File: src/logic/ivr_pkg.sv
// What this block does
// - A smaller vector number wins over any larger pending vector number.
// - A vector is a byte pair: routine high byte first, low byte next.
// - A source event sets its flag whatever its local enable holds.
// - A set flag requests service only while its local enable is 1.
// - After stacking and masking the core fetches; smallest pending vector number is presented.
// - Vector 39 comes from command complete or either fault flag, one enable.
// - Vectors 38, 36, 34, 33 to 26, 20 and 19 are never requested.
// - Vector 37 comes from the keypad flag under the keypad enable.
// - Vector 35 comes from the periodic overflow flag under its enable.
// - Vector 25 comes from transmit empty or transmission complete, each enabled.
// - Vector 24 comes from idle, receive full, break or receive edge, each enabled.
// - Vector 23 comes from overrun, noise, framing or parity, each enabled.
// - Vector 22 comes from conversion complete under the converter enable.
// - Vector 21 comes from the comparator flag under the comparator enable.
// - Vector 18 comes from the first timer overflow flag under its enable.
// - Vector 17 comes from the first timer channel one flag under its enable.
// - Vector 16 comes from the first timer channel zero flag under its enable.
// - Vector 15 comes from the second timer overflow flag under its enable.
// - Vector 14 comes from the second timer channel one flag under its enable.
package ivr_pkg;

	// ****************************************************************
	// Flag positions
	// ****************************************************************
	localparam int NUM_FLAGS                = 22;
	localparam int FLAG_COMMAND_COMPLETE    = 0;
	localparam int FLAG_DOUBLE_FAULT        = 1;
	localparam int FLAG_SINGLE_FAULT        = 2;
	localparam int FLAG_KEYPAD_EVENT        = 3;
	localparam int FLAG_PERIODIC_OVERFLOW   = 4;
	localparam int FLAG_TRANSMIT_EMPTY      = 5;
	localparam int FLAG_TRANSMIT_COMPLETE   = 6;
	localparam int FLAG_IDLE_LINE           = 7;
	localparam int FLAG_RECEIVE_FULL        = 8;
	localparam int FLAG_BREAK_DETECT        = 9;
	localparam int FLAG_RECEIVE_EDGE        = 10;
	localparam int FLAG_OVERRUN_ERROR       = 11;
	localparam int FLAG_NOISE_ERROR         = 12;
	localparam int FLAG_FRAMING_ERROR       = 13;
	localparam int FLAG_PARITY_ERROR        = 14;
	localparam int FLAG_CONVERSION_COMPLETE = 15;
	localparam int FLAG_COMPARATOR_EVENT    = 16;
	localparam int FLAG_T0_OVERFLOW         = 17;
	localparam int FLAG_T0_CHANNEL_ONE      = 18;
	localparam int FLAG_T0_CHANNEL_ZERO     = 19;
	localparam int FLAG_T1_OVERFLOW         = 20;
	localparam int FLAG_T1_CHANNEL_ONE      = 21;

	// ****************************************************************
	// Vector numbering
	// ****************************************************************
	localparam int VEC_LOWEST               = 14;
	localparam int VEC_HIGHEST              = 39;
	localparam int VEC_NVM                  = 39;
	localparam int VEC_KEYPAD               = 37;
	localparam int VEC_PERIODIC             = 35;
	localparam int VEC_SERIAL_TRANSMIT      = 25;
	localparam int VEC_SERIAL_RECEIVE       = 24;
	localparam int VEC_SERIAL_ERROR         = 23;
	localparam int VEC_CONVERTER            = 22;
	localparam int VEC_COMPARATOR           = 21;
	localparam int VEC_T0_OVERFLOW          = 18;
	localparam int VEC_T0_CHANNEL_ONE       = 17;
	localparam int VEC_T0_CHANNEL_ZERO      = 16;
	localparam int VEC_T1_OVERFLOW          = 15;
	localparam int VEC_T1_CHANNEL_ONE       = 14;
	localparam logic [15:0] VEC_TOP_ADDR    = 16'hfffe;

	// ****************************************************************
	// Register map, byte addresses
	// ****************************************************************
	localparam logic [4:0] OFS_FLAG         = 5'h00;
	localparam logic [4:0] OFS_ENABLE       = 5'h04;
	localparam logic [4:0] OFS_PENDING      = 5'h08;
	localparam logic [4:0] OFS_CURRENT      = 5'h0c;
	localparam logic [4:0] OFS_FETCHED      = 5'h10;
	localparam logic [21:0] ENABLE_RESET    = 22'h000000;
	localparam logic [21:0] ENABLE_WRITABLE = 22'h3ffff9;
	localparam logic [21:0] FLAG_RESET      = 22'h000000;

	typedef struct packed {
		logic        found;
		logic [5:0]  number;
		logic [15:0] addr_high;
		logic [15:0] addr_low;
	} ivr_vector_t;

endpackage : ivr_pkg

File: src/logic/ivr_top.sv
`timescale 1ns/1ps
module ivr_top (
	input  wire logic                     clk_sys,
	input  wire logic                     rst_n,
	input  wire logic [4:0]               avs_address,
	input  wire logic                     avs_read,
	input  wire logic                     avs_write,
	input  wire logic [31:0]              avs_writedata,
	input  wire logic [3:0]               avs_byteenable,
	output logic      [31:0]              avs_readdata,
	output logic                          avs_waitrequest,
	input  wire logic [21:0]              src_set,
	input  wire logic [21:0]              src_clear,
	input  wire logic                     core_vector_fetch,
	output logic                          core_irq_request,
	output logic                          core_vector_valid,
	output ivr_pkg::ivr_vector_t          core_vector
);

	// ****************************************************************
	// Flags and enables
	// ****************************************************************
	logic [21:0]              flag;
	logic [21:0]              enable;
	logic [21:0]              eff_enable;
	logic [21:0]              gated;
	logic [39:0]              vec_req;
	ivr_pkg::ivr_vector_t     next_vector;
	logic [31:0]              next_readdata;
	logic                     bus_req;
	logic                     bus_done;
	logic [21:0]              lane_mask;

	// The clear from the peripheral loses to a fresh event in the same cycle.
	always_ff @(posedge clk_sys or negedge rst_n) begin
		if (!rst_n) begin
			flag <= ivr_pkg::FLAG_RESET;
		end else begin
			flag <= (flag & ~src_clear) | src_set;
		end
	end

	assign bus_req  = avs_read | avs_write;
	assign bus_done = bus_req & ~avs_waitrequest;

	// The top lane holds only six enable bits, so lane 3 has nothing to write.
	assign lane_mask = {{6{avs_byteenable[2]}}, {8{avs_byteenable[1]}}, {8{avs_byteenable[0]}}};

	// Bits of the two fault flags have no enable of their own and read as zero.
	always_ff @(posedge clk_sys or negedge rst_n) begin
		if (!rst_n) begin
			enable <= ivr_pkg::ENABLE_RESET;
		end else if (bus_done && avs_write && avs_address == ivr_pkg::OFS_ENABLE) begin
			enable <= (enable & ~lane_mask)
				| (avs_writedata[21:0] & lane_mask & ivr_pkg::ENABLE_WRITABLE);
		end
	end

	// ****************************************************************
	// Gating and vector requests
	// ****************************************************************
	always_comb begin
		eff_enable = enable;
		eff_enable[ivr_pkg::FLAG_DOUBLE_FAULT] = enable[ivr_pkg::FLAG_COMMAND_COMPLETE];
		eff_enable[ivr_pkg::FLAG_SINGLE_FAULT] = enable[ivr_pkg::FLAG_COMMAND_COMPLETE];
	end

	assign gated = flag & eff_enable;

	// Unused vector numbers are never assigned and stay zero.
	always_comb begin
		vec_req = 40'h0000000000;
		vec_req[ivr_pkg::VEC_NVM] = |gated[2:0];
		vec_req[ivr_pkg::VEC_KEYPAD] = gated[ivr_pkg::FLAG_KEYPAD_EVENT];
		vec_req[ivr_pkg::VEC_PERIODIC] = gated[ivr_pkg::FLAG_PERIODIC_OVERFLOW];
		vec_req[ivr_pkg::VEC_SERIAL_TRANSMIT] = |gated[6:5];
		vec_req[ivr_pkg::VEC_SERIAL_RECEIVE] = |gated[10:7];
		vec_req[ivr_pkg::VEC_SERIAL_ERROR] = |gated[14:11];
		vec_req[ivr_pkg::VEC_CONVERTER] = gated[ivr_pkg::FLAG_CONVERSION_COMPLETE];
		vec_req[ivr_pkg::VEC_COMPARATOR] = gated[ivr_pkg::FLAG_COMPARATOR_EVENT];
		vec_req[ivr_pkg::VEC_T0_OVERFLOW] = gated[ivr_pkg::FLAG_T0_OVERFLOW];
		vec_req[ivr_pkg::VEC_T0_CHANNEL_ONE] = gated[ivr_pkg::FLAG_T0_CHANNEL_ONE];
		vec_req[ivr_pkg::VEC_T0_CHANNEL_ZERO] = gated[ivr_pkg::FLAG_T0_CHANNEL_ZERO];
		vec_req[ivr_pkg::VEC_T1_OVERFLOW] = gated[ivr_pkg::FLAG_T1_OVERFLOW];
		vec_req[ivr_pkg::VEC_T1_CHANNEL_ONE] = gated[ivr_pkg::FLAG_T1_CHANNEL_ONE];
	end

	// Scanning downward lets the smallest pending number be the last one kept.
	always_comb begin
		logic [15:0] base;
		base = ivr_pkg::VEC_TOP_ADDR;
		next_vector = '0;
		for (int v = ivr_pkg::VEC_HIGHEST; v >= ivr_pkg::VEC_LOWEST; v--) begin
			if (vec_req[v]) begin
				next_vector.found  = 1'b1;
				next_vector.number = 6'(v);
			end
		end
		if (next_vector.found) begin
			base = ivr_pkg::VEC_TOP_ADDR - {9'h000, next_vector.number, 1'b0};
		end
		next_vector.addr_high = base;
		next_vector.addr_low  = base + 16'h0001;
	end

	// ****************************************************************
	// Processor side
	// ****************************************************************
	// The core masks further entries itself; this side only answers each fetch.
	always_ff @(posedge clk_sys or negedge rst_n) begin
		if (!rst_n) begin
			core_irq_request <= 1'b0;
		end else begin
			core_irq_request <= next_vector.found;
		end
	end

	always_ff @(posedge clk_sys or negedge rst_n) begin
		if (!rst_n) begin
			core_vector_valid <= 1'b0;
			core_vector       <= '0;
		end else begin
			core_vector_valid <= core_vector_fetch;
			if (core_vector_fetch) begin
				core_vector <= next_vector;
			end
		end
	end

	// ****************************************************************
	// Register bus
	// ****************************************************************
	always_comb begin
		next_readdata = 32'h00000000;
		case (avs_address)
			ivr_pkg::OFS_FLAG:    next_readdata = {10'h000, flag};
			ivr_pkg::OFS_ENABLE:  next_readdata = {10'h000, enable};
			ivr_pkg::OFS_PENDING: next_readdata = {10'h000, gated};
			ivr_pkg::OFS_CURRENT: next_readdata = {next_vector.addr_high, 8'h00,
				next_vector.found, 1'b0, next_vector.number};
			ivr_pkg::OFS_FETCHED: next_readdata = {core_vector.addr_high, 8'h00,
				core_vector.found, 1'b0, core_vector.number};
			default:              next_readdata = 32'h00000000;
		endcase
	end

	// One wait cycle per access keeps read data a registered value.
	always_ff @(posedge clk_sys or negedge rst_n) begin
		if (!rst_n) begin
			avs_waitrequest <= 1'b1;
			avs_readdata    <= 32'h00000000;
		end else begin
			avs_waitrequest <= ~(bus_req & avs_waitrequest);
			if (bus_req && avs_waitrequest) begin
				avs_readdata <= avs_read ? next_readdata : 32'h00000000;
			end
		end
	end

endmodule : ivr_top

File: config.mk
export PLATFORM = sky130hd
export DESIGN_NAME = ivr_top
export DESIGN_NICKNAME = d
export VERILOG_FILES = /design/src/logic/ivr_pkg.sv /design/src/logic/ivr_top.sv
export SDC_FILE = /design/constraint.sdc
export NUM_CORES = 1
export LEC_CHECK = 0
export ABC_CLOCK_PERIOD_IN_PS = 2510
export BUFFER_PORTS_ARGS = -buffer_cell sky130_fd_sc_hd__buf_4
export CAP_MARGIN = 10
export CORE_AREA = 3 3 97 99
export CTS_CLUSTER_DIAMETER = 60
export DETAILED_ROUTE_END_ITERATION = 8
export DIE_AREA = 0 0 100 102
export PLACE_DENSITY = 0.79
export SLEW_MARGIN = 20
export SYNTH_ARGS = -nofsm -noshare
export SYNTH_HDL_FRONTEND = slang
export SYNTH_SLANG_ARGS = --single-unit
File: constraint.sdc
create_clock -name clk_sys -period 2.51 [get_ports clk_sys]
set_input_delay 0.753 -clock clk_sys [delete_from_list [all_inputs] [get_ports clk_sys]]
set_output_delay 0.753 -clock clk_sys [all_outputs]
set_load 0.1 [all_outputs]
; Word level (Yosys, flattened, before mapping)
; Cells that the tools add are included.
[op_classes]
eq_ne = 4
n_shift = 0
div_mod_pow = 0
n_reduce_logical = 8
magnitude_cmp = 0
multipliers = 0
muxes = 16
n_bitwise = 13
n_addsub = 2
[op_table]
columns = op, n
row1 = 32-bit one-hot mux with 5 select lines, 1
row2 = 7-bit 2-to-1 mux, 13
row3 = 22-bit AND, 4
row4 = 22-bit NOT, 2
row5 = 22-bit bitwise OR, 2
row6 = 32-bit 2-to-1 mux, 1
row7 = "16-bit by 1-bit adder with 16-bit output, second input constant", 1
row8 = 16-bit 2-to-1 mux, 1
row9 = "5-bit by 4-bit equality test with 1-bit output, second input constant", 2
row10 = "2-bit by 8-bit subtractor with 9-bit output, first input constant", 1
row11 = 4-bit OR reduction, 2
row12 = "5-bit by 3-bit equality test with 1-bit output, second input constant", 1
row13 = "5-bit equality test, second input constant", 1
row14 = 5-bit zero test, 1
row15 = 1-bit logical AND, 3
row16 = 3-bit OR reduction, 1
row17 = 1-bit AND, 2
row18 = 1-bit NOT, 2
row19 = 2-bit OR reduction, 1
row20 = 1-bit bitwise OR, 1
[word_totals]
output_inout_bits = 74
latch_bits = 0
reg_bits = 118
mem_bits_rw = 0
rom_bits = 0
in_bits = 90
mem_count = 0

; Depth between registers and ports, before layout
[depth]
depth_word = 19
ltp_mapped = 7

; Worst setup path after synthesis
; No wires, ideal clock.
[synth_timing]
path_kind = register to output
from = register core_vector[14] (netlist name)
to = output core_vector[10] (netlist bit)
stages_incl_launch_ff = 2
slack_ps = 125
t_arrival_ps = 1632
path_cell_list = dfrtp_1 buf_4
[synth_lines]
columns = element, line_no
row1 = "end, declared", ivr_top.sv:17  ; output ivr_pkg::ivr_vector_t core_vector

==> results.json <==
{
  "status": "finished, final reports clean",
  "netlist_area_mm2": 0.00423,
  "numCtsBuffers": 9,
  "ir_drop_v": 0.000409,
  "slowest_delay_ns": 0.69,
  "vias_per_cell": 5.69,
  "dpl.hpwl_mm": 9.10,
  "setup_viol": 0,
  "synth_seq_cells": 85,
  "die_x_um": 100,
  "wl_per_cell_um": 18.2,
  "synth_top_area_share_pct": 49.7,
  "hold_ws_ns": 0.313,
  "post_cts_buffers": 0,
  "num_rows": 34,
  "yosys_warnings": 0,
  "layout_setup_ws_ns": 0.322,
  "synth_edf_count": 0,
  "cts_tree": "built",
  "grt_max_degree": 40,
  "wirelength_mm": 11.7,
  "hp-class": "primary input to asynchronous set/reset pin",
  "period_needed_ns": 2.19,
  "finalWeightedCongestion": 0.985,
  "max_slew.worst_pin.slew_ns": 0.574,
  "crit_type": "flop to output port",
  "drt-initial-drc-count": 262,
  "cp_slowest_cell": "dfrtp_1",
  "final_common_cell": "buf_4",
  "dpl_cell_area_mm2": 0.00532,
  "stdcell_area_mm2": 0.00552,
  "die_area_mm2": 0.0102,
  "dr_total_vias": 3648,
  "critPathTopFamily": "flip-flops",
  "drv_cap": 0,
  "p_leak_uw": 0.00272,
  "nets": 619,
  "fin_tns_setup_ns": 0,
  "io_buffer_count": 149,
  "worstSkewPairLatency_ns": 0.35,
  "arrival_ns": 1.43,
  "ant_nets": 0,
  "gr-total-overflow": 0,
  "cts_root_buffer": "clkbuf_8",
  "synth_cell_types": 49,
  "dp_slack_ns": -0.0308,
  "mostFrequentLayoutCells": "buf_4, dfrtp_1, nand2_1, mux2_2, inv_1",
  "die_h_um": 102,
  "nFillCells": 697,
  "drv_slew": 0,
  "path_clk_slew_ns": 0.09,
  "multi_input_area_mm2": 0.00171,
  "power_density_mw_per_mm2": 755,
  "rsz0062_at_grt": "false",
  "synth_area_leaders": "dfrtp_1, mux2_2, buf_4, a21o_1, nand2_1",
  "postCtsHoldBufs": 0,
  "antenna-diode-count": 0,
  "slew_headroom_pct": 61.7,
  "finClkSkew_ns": 0.0119,
  "numClockSinks": 85,
  "io_pins": 164,
  "worstSetupStartpoint": "core_vector[14]",
  "critical_path.max_fanout": 21,
  "async_flop_share_pct": 100,
  "synthCells": 400,
  "antenna_found_initial": 0,
  "detail_route.first_pass.iterations": 5,
  "ctsLongestPathBuffers": 2,
  "drive_above_1_share_pct": 40.9,
  "worst_setup_path_end_kind": "output port",
  "drcViolationCount": 0,
  "finalHoldViolCount": 0,
  "crit_required_ns": 1.76,
  "cp_num_buf_inv": 1,
  "path_cells": "buf_4",
  "htreeDepth": 3,
  "yosysSeqAreaShare_pct": 50.3,
  "initial_core_util_pct": 49.0,
  "grt_usage_pct": 22.9,
  "ctsResizeCount": 0,
  "synth_nets": 490,
  "yosysTopAreaCell": "dfrtp_1",
  "grt_pass1_wl_mm": 18.2,
  "start_kind": "flop",
  "max_freq_mhz": 457,
  "synth_area_per_cell_um2": 10.6,
  "synth-main-ff-cell": "dfrtp_1",
  "fin_crit_sh_pct": 87.2,
  "area_growth_pct": 30.4,
  "ff_latch_area_mm2": 0.00213,
  "core_mm2": 0.00864,
  "grt_pass1_vias": 3505,
  "rr_startpoint": "flag[13]"
}
## power by group
part	switching, uW	total [uW]	internal, uW
Sequential	146	1650	1500
Combinational	1150	1550	402
Clock	481	964	483
Total	1780	4160	2380
## cells in the mapped netlist (2+ instances only)
cell type   n
a222oi_1    5
nand3_1     8
nand2_4     3
and2_1      5
a31oi_1     5
nand4_1     2
nor2_1     12
a32oi_1     4
o21ai_0     9
buf_2       3
o211ai_1    3
clkbuf_1   11
o22a_1      2
and3_1      4
nand2_1    40
o22ai_1     5
a22o_1      5
a21boi_0    2
nor3b_1     3
inv_1      24
a22oi_1    10
nor3_1      3
a221o_1    14
nand2b_1    3
a21o_1     22
a21oi_1    21
o221ai_1    3
and4_1      2
dfrtp_1    84
nor2b_1     4
buf_4      33
mux2_2     27
mux2i_1     3
## per-stage QoR
stage | total power (uW) | instances | util (%)
after floorplan | 2810 | 400 | -
after global placement | 3200 | 626 | 61.6
after detailed placement | 3220 | 626 | 61.6
after CTS | 4180 | 641 | 63.9
after global routing | 4330 | 641 | 63.9
final | 4160 | 641 | 63.9
## kinds of logic (layout without fill, tap and decap cells)
group | Yosys count | in the layout | synth area share, %
buffers and inverters | 71 | 204 | 9.32
and+or+nand+nor | 95 | 95 | 11.7
AOI/OAI and AO/OA | 118 | 118 | 20.7
other | 1 | 1 | 0.0886
muxes | 30 | 30 | 7.90
DFF | 85 | 85 | 50.3
## per-layer routing
metal,global-route usage [%],wire [um],vias up
li1,-,-,1686
met1,30.6,4830,1762
met2,38.2,5660,183
met3,4.23,951,17
met4,7.36,215,0
met5,0,0,-
## path summary, 6_finish.rpt
| kind | end | slack (ns) | cells after the start |
|---|---|---|---|
| max in group asynchronous | flag[21] | 1.60 | 2 |
| min reg2reg | avs_readdata[0] | 0.49 | 2 |
| min | flag[0] | 0.31 | 1 |
| max | core_vector[13] | 0.32 | 1 |
| min in group clk_sys | avs_readdata[0] | 0.49 | 2 |
| max reg2reg | core_vector[37] | 0.36 | 5 |
## area by class of cell
cell class / instances / share of cell area [%]
inverters: 24 / 1.63
flip-flops and latches: 85 / 38.6
clock inverters: 5 / 1.11
multi-input cells: 244 / 31.0
repair buffers: 165 / 22.7
well taps: 108 / 2.45
clock buffers: 10 / 2.50
(Power assumes the default switching activity.)
